--- config.mk ---
export PLATFORM = sky130hd
export DESIGN_NAME = alu_arith_logic_ops
export DESIGN_NICKNAME = d
export VERILOG_FILES = /design/src/alu_pkg.sv /design/src/alu_byte_addsub.sv /design/src/io_bit_rmw.sv /design/src/alu_arith_logic_ops.sv
export VERILOG_INCLUDE_DIRS = /design/src
export SDC_FILE = /design/constraint.sdc
export NUM_CORES = 1
export LEC_CHECK = 0
export ABC_AREA = 1
export BUFFER_PORTS_ARGS = -buffer_cell sky130_fd_sc_hd__buf_2
export CAP_MARGIN = 15
export CORE_MARGIN = 3
export CORE_UTILIZATION = 40
export CTS_BUF_LIST = sky130_fd_sc_hd__clkbuf_8 sky130_fd_sc_hd__clkbuf_16
export DETAILED_ROUTE_END_ITERATION = 10
export PLACE_DENSITY = 0.71
export SLEW_MARGIN = 20
export SYNTH_ARGS = -nofsm -noshare
export SYNTH_HDL_FRONTEND = slang
export SYNTH_SLANG_ARGS = --single-unit
--- constraint.sdc ---
create_clock -name CLK_SYS -period 3.28 [get_ports CLK_SYS]
set_clock_uncertainty 0.05 [all_clocks]
set_input_delay 0.164 -clock CLK_SYS [delete_from_list [all_inputs] [get_ports CLK_SYS]]
set_output_delay 0.164 -clock CLK_SYS [all_outputs]
set_load 0.02 [all_outputs]
--- src/alu_defs.svh ---
// Purpose: Constants of the arithmetic and logic datapath
// Assumes: Included by bare name, once per compile unit
// Notes:   Flag positions, address limits, reset values, cycle counts
`ifndef ALU_DEFS_SVH
`define ALU_DEFS_SVH

// Flag positions in the flag register
`define FLAG_C          0
`define FLAG_Z          1
`define FLAG_N          2
`define FLAG_V          3
`define FLAG_S          4
`define FLAG_H          5
`define FLAG_W          6

// Reset values
`define FLAGS_RST       6'h00
`define STAT_RST        8'h00
`define RESULT_RST      8'h00

// Bit set and clear reach only the lower I/O range
`define IO_ADDR_W       6
`define IO_BIT_LO_ADDR  6'h00
`define IO_BIT_HI_ADDR  6'h1f
// Address of the block's own write-one-to-clear status register
`define STAT_IO_ADDR    6'h08

// Cycle counts
`define CLK_BYTE_OP     1
`define CLK_WORD_OP     2

`endif

--- src/alu_pkg.sv ---
// Purpose: Types of the arithmetic and logic datapath
// Assumes: Nothing beyond the language
// Notes:   Operation codes and sequencer states
package alu_pkg;

    typedef enum logic [3:0] {
        op_add_reg,
        op_add_carry_reg,
        op_add_imm_word,
        op_sub_reg,
        op_sub_imm,
        op_sub_imm_word,
        op_sub_carry_reg,
        op_sub_carry_imm,
        op_and_reg,
        op_and_imm,
        op_or_reg,
        op_or_imm,
        op_set_mask_bits,
        op_clear_mask_bits,
        op_io_bit_clear,
        op_io_bit_set
    } alu_op_t;

    typedef enum logic [0:0] {
        st_idle,
        st_word_hi
    } seq_state_t;

endpackage : alu_pkg

--- src/alu_byte_addsub.sv ---
// Purpose: 8-bit adder and subtractor with carry, half carry and overflow
// Assumes: Purely combinational; carry in means borrow in when subtracting
// Notes:   Carry out reads as borrow when subtracting
`timescale 1ns/10ps

module alu_byte_addsub (
    input  wire logic [7:0] a,
    input  wire logic [7:0] b,
    input  wire logic       cin,
    input  wire logic       sub,
    output wire logic [7:0] sum,
    output wire logic       carry,
    output wire logic       half,
    output wire logic       ovf
);
    wire logic [7:0] b_eff;
    wire logic       c_eff;
    wire logic [8:0] full;
    wire logic [4:0] nib;

    // Subtract as a + ~b + ~borrow, then invert the carries to get borrows
    assign b_eff = sub ? ~b : b;
    assign c_eff = sub ? ~cin : cin;
    assign full  = {1'b0, a} + {1'b0, b_eff} + {8'h00, c_eff};
    assign nib   = {1'b0, a[3:0]} + {1'b0, b_eff[3:0]} + {4'h0, c_eff};
    assign sum   = full[7:0];
    assign carry = full[8] ^ sub;
    assign half  = nib[4] ^ sub;
    assign ovf   = (a[7] == b_eff[7]) && (full[7] != a[7]);

endmodule : alu_byte_addsub

--- src/io_bit_rmw.sv ---
// Purpose: Write data for a single-bit set or clear on an I/O register
// Assumes: Read data is the whole register as it stands
// Notes:   Every other bit is written back as read
`timescale 1ns/10ps

`include "alu_defs.svh"

module io_bit_rmw (
    input  wire logic [5:0] addr,
    input  wire logic [2:0] bit_sel,
    input  wire logic       set_bit,
    input  wire logic [7:0] rdata,
    output wire logic [7:0] wdata,
    output wire logic       in_range
);
    wire logic [7:0] bit_mask;

    assign bit_mask = 8'h01 << bit_sel;
    // Whole register goes back, so a flag read as one is written as one
    assign wdata    = set_bit ? (rdata | bit_mask) : (rdata & ~bit_mask);
    assign in_range = (addr >= `IO_BIT_LO_ADDR) && (addr <= `IO_BIT_HI_ADDR);

endmodule : io_bit_rmw

--- src/alu_arith_logic_ops.sv ---
// Purpose: Arithmetic and logic datapath with flags and I/O bit access
// Assumes: All inputs synchronous to CLK_SYS; operands valid with OP_VALID
// Notes:   Word operations hold OP_READY low for their second clock
`timescale 1ns/10ps

`include "alu_defs.svh"

////////////////////////////////////////////////////////////////////////////////
// Functional notes
// - Add, add with carry: ZCNVH, one clock
// - Word add immediate: ZCNVS, two clocks
// - Subtract register or immediate: ZCNVH, one clock
// - Word subtract immediate: ZCNVS, two clocks
// - Subtract register with carry: ZCNVH, one clock
// - Subtract immediate with carry: ZCNVH, one clock
// - AND register or immediate: ZNV, one clock
// - OR register or immediate: ZNV, one clock
// - Set masked bits: ZNV, one clock
// - Clear masked bits: ZNV, one clock
// - Status flags clear on written one
// - I/O bit ops rewrite the whole register
// - I/O bit ops reach addresses 00 to 1F
module alu_arith_logic_ops
    import alu_pkg::*;
(
    input  wire logic          CLK_SYS,
    input  wire logic          RST,
    input  wire logic          CE,
    input  wire logic          OP_VALID,
    input  wire alu_op_t       OP_CODE,
    input  wire logic [7:0]    OPA,
    input  wire logic [7:0]    OPA_HI,
    input  wire logic [7:0]    OPB,
    input  wire logic [7:0]    IMM,
    input  wire logic [5:0]    IO_ADDR,
    input  wire logic [2:0]    IO_BIT,
    input  wire logic [7:0]    IO_RDATA,
    input  wire logic [7:0]    STAT_EVENT,
    output logic               OP_READY,
    output logic               RES_VALID,
    output logic [7:0]         RESULT,
    output logic [7:0]         RESULT_HI,
    output logic [5:0]         FLAGS,
    output logic               IO_WE,
    output logic [5:0]         IO_WADDR,
    output logic [7:0]         IO_WDATA,
    output logic               IO_ERR,
    output logic [7:0]         STATUS_FLAGS
);

    ////////////////////////////////////////////////////////////////////////////
    // Decode
    seq_state_t      state_r;
    seq_state_t      state_nxt;
    logic [7:0]      hi_r;
    logic            wcarry_r;
    logic            wsub_r;
    logic [5:0]      flags_nxt;

    wire logic       accept;
    wire logic       in_hi;
    wire logic       is_imm;
    wire logic       is_word;
    wire logic       is_sub;
    wire logic       use_c;
    wire logic       is_arith;
    wire logic       is_logic;
    wire logic       is_io;
    wire logic [7:0] b_sel;
    wire logic [7:0] logic_res;
    wire logic [7:0] core_a;
    wire logic [7:0] core_b;
    wire logic       core_cin;
    wire logic       core_sub;
    wire logic [7:0] core_sum;
    wire logic       core_c;
    wire logic       core_h;
    wire logic       core_v;
    wire logic [7:0] io_rd;
    wire logic [7:0] io_wd;
    wire logic       io_ok;
    wire logic       stat_hit;
    wire logic [7:0] stat_clr;

    assign accept   = CE && OP_VALID && OP_READY;
    assign in_hi    = (state_r == st_word_hi);
    assign is_word  = (OP_CODE == op_add_imm_word) || (OP_CODE == op_sub_imm_word);
    assign is_imm   = (OP_CODE == op_sub_imm) || (OP_CODE == op_sub_carry_imm) || (OP_CODE == op_and_imm) ||
                      (OP_CODE == op_or_imm) || (OP_CODE == op_set_mask_bits) || (OP_CODE == op_clear_mask_bits) ||
                      is_word;
    assign is_sub   = (OP_CODE == op_sub_reg) || (OP_CODE == op_sub_imm) || (OP_CODE == op_sub_imm_word) ||
                      (OP_CODE == op_sub_carry_reg) || (OP_CODE == op_sub_carry_imm);
    assign use_c    = (OP_CODE == op_add_carry_reg) || (OP_CODE == op_sub_carry_reg) ||
                      (OP_CODE == op_sub_carry_imm);
    // Word subtract is not a byte op: H must survive, flags wait for the high half
    assign is_arith = (OP_CODE == op_add_reg) || (OP_CODE == op_add_carry_reg) || (is_sub && !is_word);
    assign is_io    = (OP_CODE == op_io_bit_clear) || (OP_CODE == op_io_bit_set);
    assign is_logic = !is_arith && !is_io && !is_word;
    assign b_sel    = is_imm ? IMM : OPB;

    ////////////////////////////////////////////////////////////////////////////
    // Arithmetic core, shared by byte ops and both halves of a word op
    // The high half rides the low half's carry, hence the second clock
    assign core_a   = in_hi ? hi_r : OPA;
    assign core_b   = in_hi ? 8'h00 : b_sel;
    assign core_cin = in_hi ? wcarry_r : (use_c && FLAGS[`FLAG_C]);
    assign core_sub = in_hi ? wsub_r : is_sub;

    alu_byte_addsub u_addsub (
        .a     (core_a),
        .b     (core_b),
        .cin   (core_cin),
        .sub   (core_sub),
        .sum   (core_sum),
        .carry (core_c),
        .half  (core_h),
        .ovf   (core_v)
    );

    // Register and immediate forms share one path
    assign logic_res = (OP_CODE == op_and_reg || OP_CODE == op_and_imm) ? (OPA & b_sel) :
                       (OP_CODE == op_clear_mask_bits)                   ? (OPA & ~IMM) :
                       (OPA | b_sel);

    ////////////////////////////////////////////////////////////////////////////
    // I/O bit access; the own status register answers at its address
    assign stat_hit = (IO_ADDR == `STAT_IO_ADDR);
    assign io_rd    = stat_hit ? STATUS_FLAGS : IO_RDATA;

    io_bit_rmw u_rmw (
        .addr     (IO_ADDR),
        .bit_sel  (IO_BIT),
        .set_bit  (OP_CODE == op_io_bit_set),
        .rdata    (io_rd),
        .wdata    (io_wd),
        .in_range (io_ok)
    );

    // Write one clears; a new event in the same cycle still sets
    assign stat_clr = (accept && is_io && io_ok && stat_hit) ? io_wd : 8'h00;

    ////////////////////////////////////////////////////////////////////////////
    // Flags
    always_comb begin
        flags_nxt = FLAGS;
        if (in_hi) begin
            flags_nxt[`FLAG_Z] = (core_sum == 8'h00) && (RESULT == 8'h00);
            flags_nxt[`FLAG_C] = core_c;
            flags_nxt[`FLAG_N] = core_sum[7];
            flags_nxt[`FLAG_V] = core_v;
            flags_nxt[`FLAG_S] = core_sum[7] ^ core_v;
        end else if (accept && is_arith) begin
            flags_nxt[`FLAG_Z] = (core_sum == 8'h00);
            flags_nxt[`FLAG_C] = core_c;
            flags_nxt[`FLAG_N] = core_sum[7];
            flags_nxt[`FLAG_V] = core_v;
            flags_nxt[`FLAG_H] = core_h;
        end else if (accept && is_logic) begin
            flags_nxt[`FLAG_Z] = (logic_res == 8'h00);
            flags_nxt[`FLAG_N] = logic_res[7];
            flags_nxt[`FLAG_V] = 1'b0;
        end
    end

    ////////////////////////////////////////////////////////////////////////////
    // Sequencer
    always_comb begin
        case (state_r)
            st_idle:    state_nxt = (accept && is_word) ? st_word_hi : st_idle;
            st_word_hi: state_nxt = st_idle;
            default:    state_nxt = st_idle;
        endcase
    end

    always_ff @(posedge CLK_SYS) begin
        if (RST) begin
            state_r  <= st_idle;
            OP_READY <= 1'b1;
            hi_r     <= `RESULT_RST;
            wcarry_r <= 1'b0;
            wsub_r   <= 1'b0;
        end else if (CE) begin
            state_r  <= state_nxt;
            OP_READY <= (state_nxt == st_idle);
            if (accept && is_word) begin
                hi_r     <= OPA_HI;
                wcarry_r <= core_c;
                wsub_r   <= is_sub;
            end
        end
    end

    ////////////////////////////////////////////////////////////////////////////
    // Results
    always_ff @(posedge CLK_SYS) begin
        if (RST) begin
            RES_VALID <= 1'b0;
            RESULT    <= `RESULT_RST;
            RESULT_HI <= `RESULT_RST;
            FLAGS     <= `FLAGS_RST;
        end else if (CE) begin
            RES_VALID <= in_hi || (accept && !is_word && !is_io);
            FLAGS     <= flags_nxt;
            if (in_hi) begin
                RESULT_HI <= core_sum;
            end else if (accept && !is_io) begin
                RESULT <= is_logic ? logic_res : core_sum;
            end
        end
    end

    always_ff @(posedge CLK_SYS) begin
        if (RST) begin
            IO_WE        <= 1'b0;
            IO_WADDR     <= `IO_BIT_LO_ADDR;
            IO_WDATA     <= 8'h00;
            IO_ERR       <= 1'b0;
            STATUS_FLAGS <= `STAT_RST;
        end else if (CE) begin
            // Out-of-range bit ops are refused, never written
            IO_WE        <= accept && is_io && io_ok;
            IO_ERR       <= accept && is_io && !io_ok;
            STATUS_FLAGS <= (STATUS_FLAGS & ~stat_clr) | STAT_EVENT;
            if (accept && is_io) begin
                IO_WADDR <= IO_ADDR;
                IO_WDATA <= io_wd;
            end
        end
    end
endmodule : alu_arith_logic_ops

Yosys cells after proc, flatten, opt, wreduce, memory -nomap -nowiden
Cells that the tools add are included.
{"block": "totals", "output_inout_bits": 48, "in_bits": 65, "ff_bits": 59, "word_cells": 131}
{"block": "op_classes", "muxes": 19, "shifts": 1, "n_lt_le_gt_ge": 2, "n_bitwise": 17, "n_addsub": 4, "n_reduce_logical": 54, "n_eq_ne": 17}
{"cell": "two-way mux 8 bit", "n": 10}
{"cell": "AND 8 bit", "n": 4}
{"cell": "inverter 8 bit", "n": 4}
{"cell": "equality test 4 bit, second input constant", "n": 7}
{"cell": "zero test 8 bit", "n": 3}
{"cell": "OR 8 bit", "n": 3}
{"cell": "logical AND 1 bit", "n": 19}
{"cell": "logical OR 1 bit", "n": 18}
{"cell": "equality test 4 x 3 -> 1 bit, second input constant", "n": 4}
{"cell": "AND reduction 2 bit", "n": 5}
{"cell": "adder 8 x 8 -> 9 bit", "n": 1}
{"cell": "adder 9 x 1 -> 9 bit", "n": 1}
{"cell": "equality test 4 x 2 -> 1 bit, second input constant", "n": 2}
{"cell": "<< shifter 1 x 3 -> 8 bit, first input constant", "n": 1}
{"cell": "equality test 6 x 4 -> 1 bit, second input constant", "n": 1}
{"cell": ">= comparator 6 x 1 -> 1 bit, second input constant", "n": 1}
{"cell": "<= comparator 6 x 5 -> 1 bit, second input constant", "n": 1}
{"cell": "two-way mux 3 bit", "n": 2}
{"cell": "AND reduction 3 bit", "n": 2}
{"cell": "adder 4 x 4 -> 5 bit", "n": 1}
{"cell": "adder 5 x 1 -> 5 bit", "n": 1}
{"cell": "two-way mux 1 bit", "n": 5}
{"cell": "equality test 4 x 1 -> 1 bit, second input constant", "n": 1}
{"cell": "zero test 1 bit", "n": 4}
{"cell": "9 further kinds", "n": 13}

Longest topological paths before layout
{"block": "logic_depth", "depth_word": 17, "mapped_depth": 22, "depth_no_buf": 21}

By module
From an unflattened synthesis, not the netlist that was laid out.
{"block": "hier_totals", "cells_unflattened": 602, "area_unflattened_um2": 3781.1}
{"module": "alu_arith_logic_ops", "n_inst": 1, "area_each_um2": 3064.2, "seq_area_each_um2": 1181.1, "cells_per_inst": 488}
{"module": "alu_byte_addsub", "n_inst": 1, "area_each_um2": 491.7, "seq_area_each_um2": 0.0, "cells_per_inst": 73}
{"module": "io_bit_rmw", "n_inst": 1, "area_each_um2": 225.2, "seq_area_each_um2": 0.0, "cells_per_inst": 41}

Worst setup path after synthesis
OpenSTA, ideal clock, no wires.
{"block": "synth_timing", "path_kind": "register -> register", "startpoint": "register state_r (netlist: in_hi)", "endpoint": "register FLAGS[1]", "slack_ps": 233, "n_path_buf": 2, "setup_time_ps": 70, "stages_incl_launch_ff": 20, "required_time_ps": 3160, "synth_period_minus_slack_ps": 3047, "arrival_time_ps": 2927, "cell_sequence": "dfxtp_1 clkbuf_1 inv_1 nand2_1 o21ai_1 buf_4 nand2_1 o21ai_0 fa_1 fa_1 inv_1 nand3_1 nand3_1 xor2_1 nand3_1 nor2_1 nand3_1 nand2_1 nand3_1 a21oi_1"}
{"block": "synth_via", "elab_chain_len": 8, "elab_cells_between_ends": 16, "cone_classes": "add/sub (2); mux (8); bitwise (2); reduce/logical (4)"}
{"element": "start, declared", "line_no": "alu_arith_logic_ops.sv:53", "rtl": "seq_state_t state_r;"}
{"element": "start signal, assigned", "line_no": "alu_arith_logic_ops.sv:177", "rtl": "state_r <= st_idle;"}
{"element": "start signal, assigned", "line_no": "alu_arith_logic_ops.sv:183", "rtl": "state_r <= state_nxt;"}
{"element": "two-way mux 8 bit", "line_no": "alu_arith_logic_ops.sv:105", "rtl": "assign core_b = in_hi ? 8'h00 : b_sel;"}
{"element": "inverter 8 bit", "line_no": "alu_byte_addsub.sv:22", "rtl": "assign b_eff = sub ? ~b : b;"}
{"element": "two-way mux 8 bit", "line_no": "alu_byte_addsub.sv:22"}
{"element": "adder 8 x 8 -> 9 bit", "line_no": "alu_byte_addsub.sv:24", "rtl": "assign full = {1'b0, a} + {1'b0, b_eff} + {8'h00, c_eff};"}
{"element": "adder 9 x 1 -> 9 bit", "line_no": "alu_byte_addsub.sv:24"}
{"element": "zero test 8 bit", "line_no": "alu_arith_logic_ops.sv:147, alu_arith_logic_ops.sv:153"}
{"element": "two-way mux 3 bit or logical AND 1 bit (tied branches)", "line_no": "alu_arith_logic_ops.sv:152, alu_arith_logic_ops.sv:147"}
{"element": "two-way mux 4 bit", "line_no": "alu_arith_logic_ops.sv:146", "rtl": "if (in_hi) begin"}
{"element": "end signal, assigned", "line_no": "alu_arith_logic_ops.sv:200", "rtl": "FLAGS <= `FLAGS_RST;"}
{"element": "end signal, assigned", "line_no": "alu_arith_logic_ops.sv:203", "rtl": "FLAGS <= flags_nxt;"}
{"element": "end, declared", "line_no": "alu_arith_logic_ops.sv:43", "rtl": "output logic [5:0] FLAGS,"}
Several ways; a longest one is shown, not always the timed one.
A chain may end at the register's enable or synchronous reset.

Worst setup path after layout
Ends and elaborated chain as after synthesis.

==> summary.md <==
| Metric | Value |
|---|---|
| Bufs on Longest Clock Path | `2` |
| Gate power share | `28.2%` |
| Setup Viol. Count Final | `0` |
| Arrival time at the worst endpoint | `3.12 ns` |
| R2R Setup Slk | `0.40 ns` |
| Final Hold Fails | `0` |
| Global route overflow | `0` |
| Worst-margin pin slew | `0.899 ns` |
| Initial antenna violation count | `0` |
| Hold Slack | `0.00959 ns` |
| Max-cap violation count | `0` |
| Clock Sinks | `59` |
| Switch Pwr | `0.000718 W` |
| Ant diodes | `0` |
| Sequential share of power | `37.1%` |
| Crit. End Element | `flip-flop` |
| Netlist Area Pre-Place | `0.00370 mm²` |
| Post-CTS Setup Inserts | `0` |
| Power per cell area | `444 mW/mm²` |
| First-pass GRT wire length | `18400 µm` |
| DRT iter0 DRCs | `178` |
| Status | `completed` |
| Post-DRT Antenna Nets | `0` |
| Clock power share | `34.6%` |
| CP Capture Point | `FLAGS[1]` |
| Routed wire length per instance | `14.6 µm` |
| Total negative setup slack | `0 ns` |
| Syn-to-layout area delta | `23.9%` |
| IO Pins | `113` |
| Final nets | `753` |
| Crit start category | `flip-flop` |
| Die W | `102 µm` |
| Final non-filler cell total | `792` |
| Min Tclk post-route | `2.88 ns` |
| Syn nets | `640` |
| Port buffer count | `112` |
| Leakage power | `2.42 nW` |
| CP Max Fanout | `10` |
| WP data required | `3.51 ns` |
| Final slew viol count | `0` |
| Worst-path clk slew | `0.08 ns` |
| Synth top area cells | `dfxtp_1 32%, nand2_1 11%, o21ai_0 6.9%` |
| Layout cell share with drive strength beyond 1 | `26.0%` |
| Yosys warning count | `0` |
| Async set-reset flop share out of synthesis | `0%` |
| Setup Crit Path Kind | `reg2reg` |
| DIE HEIGHT | `102 µm` |
| Internal | `0.00132 W` |
| Distinct cells, synth | `35` |
| Core Util, Final | `51.8%` |
| Worst Hold Class | `in2reg` |
| Worst VDD drop | `0.350 mV` |
| Register area share after synthesis | `31.9%` |
| Htree depth | `3` |
| Synth Flop Type | `dfxtp_1` |
| Final period util | `88.0%` |
| Max Fclk | `347 MHz` |
| Most frequent cells in the layout | `112 x buf_2, 107 x nand2_1, 67 x inv_1` |
| DR vias | `4091` |
| Post-CTS Resized | `0` |
| Skew-Pair Late Insertion Delay | `0.35 ns` |
| Commonest non-fill, non-tap cell in the layout | `buf_2` |
| Vias per cell | `5.17` |
| Top cell type's share of synthesized area | `31.9%` |
| # hold bufs at CTS | `0` |
| Reg2reg start | `in_hi` |
| Fillcell total | `945` |
| Die ar. | `0.0104 mm²` |
| Initial Utilization | `41.8%` |
| DRC viols | `0` |
| Post-synth EDFFs | `0` |
| FF-to-FF path depth | `17` |
| RSZ-0062 raised after global routing | `false` |
| Average size of a mapped cell | `6.54 µm²` |
| Crit path from | `in_hi` |
| Post-Synthesis Cells | `566` |
| PnR Total Power | `0.00204 W` |
| Total GRT Usage | `22.4%` |
| Largest area contributor in the netlist | `dfxtp_1` |
| Root Buffer | `clkbuf_8` |
| DPL Wire Length | `9010 µm` |
| Vias in the first global route | `3918` |
| Row Count | `34` |
| Worst r2r dst | `FLAGS[1]` |
| Rel. slew slack | `40.0%` |
| CTS tree | `done` |
| Drt pass-1 iters | `4` |
| CTS Buf Count | `9` |
| Switching portion of total power | `35.3%` |
| Flops & latches, synth | `59` |
| Inst Count DP | `776` |
| Core footprint | `0.00885 mm²` |
| Placer congestion estimate | `0.962` |
| DRT Wirelength | `11500 µm` |
| Largest net degree at the start of global routing | `36` |
## cell families (layout without fill, tap and decap cells)
| kind of cell | Yosys count | in the layout | share of synthesized area (%) |
|---|---|---|---|
| simple gates | 253 | 253 | 30.8 |
| compound gates | 127 | 127 | 19.5 |
| flops | 59 | 59 | 31.9 |
| buf+inv | 103 | 221 | 10.7 |
| xor+xnor | 15 | 15 | 3.55 |
| fa+ha+maj | 9 | 9 | 3.45 |
## state kept, by name, summed over array words and instances (netlist names), 6 cells and up
name and count:
IO_WDATA 8, RESULT_HI 8, IO_WADDR 6, STATUS_FLAGS 8, FLAGS 6, RESULT 8
hi_r 8
## power by group through the flow
stage	clock [W]	sequential (W)	combinational [W]
floorplan	0	0.000795	0.000357
global route	0.000760	0.000759	0.000640
global placement	0	0.000771	0.000566
CTS	0.000717	0.000755	0.000571
detailed placement	0	0.000772	0.000567
finish	0.000705	0.000756	0.000575
## how the worst min path moves through the flow
stage,startpoint,end,cells after the start
2_1_floorplan,IO_ADDR[0],IO_WADDR[0],2
3_3_place_gp,IO_ADDR[4],IO_WADDR[4],3
3_5_place_dp,STAT_EVENT[0],STATUS_FLAGS[0],3
4_1_cts,IO_ADDR[1],IO_WADDR[1],3
5_1_grt,STAT_EVENT[6],STATUS_FLAGS[6],3
6_report,STAT_EVENT[7],STATUS_FLAGS[7],3
## area by class of cell
cell class	count	area (µm²)	area share (%)
clock buffer	9	124	2.70
clock inverter	7	83.8	1.83
inverter	85	319	6.96
multi-input combinational	404	2120	46.3
sequential	59	1180	25.8
tap	108	135	2.95
timing repair buffer	120	621	13.5
## cell usage after synthesis, types with 2 or more instances
library cell / count
nand3_1: 37
clkbuf_1: 14
clkinv_1: 2
nor3_1: 7
o22ai_1: 2
o21ai_0: 51
nor4_1: 2
nor2_2: 3
nor2_4: 3
a21oi_1: 33
or2_2: 3
o21ai_2: 2
o21ai_1: 8
inv_2: 15
a221oi_1: 2
xor2_1: 10
a22oi_1: 12
nand4_1: 11
o211ai_1: 13
nand2_4: 2
nand2_1: 107
a31oi_1: 3
nand2_2: 11
xnor2_1: 5
ha_1: 7
fa_1: 2
buf_2: 2
nor2_1: 64
inv_1: 68
buf_4: 2
dfxtp_1: 59
## worst max-delay path, cell delays in order, from the launching register on
cell and delay, ns:
dfxtp_1 0.34, inv_2 0.10, nand2_1 0.08, o21ai_1 0.11
nand2_1 0.08, o21ai_0 0.11, fa_1 0.44, fa_1 0.42
inv_1 0.08, nand3_1 0.07, nand3_1 0.12, xor2_1 0.25
nand3_1 0.10, nor2_1 0.11, nand3_1 0.08, nand2_1 0.08
nand3_1 0.08, a21oi_1 0.12
## per-layer routing
metal  share of wire, %  GRT usage (%)  routed length, µm  vias up
met2                 47           37.2               5420      136
met4                1.5           6.76                175        0
met5                  0              0                  0        -
li1                   -              -                  -     2087
met1                 45           29.1               5210     1853
met3                6.4           5.19                733       15
## through the flow
step	cell area (µm²)	worst slack (ns)
floorplan	3700	0.233
global placement	4380	0.230
detailed placement	4380	0.0837
CTS	4590	0.269
global route	4590	0.0988
finish	4590	0.395
Power figures use the tool's default switching activity.
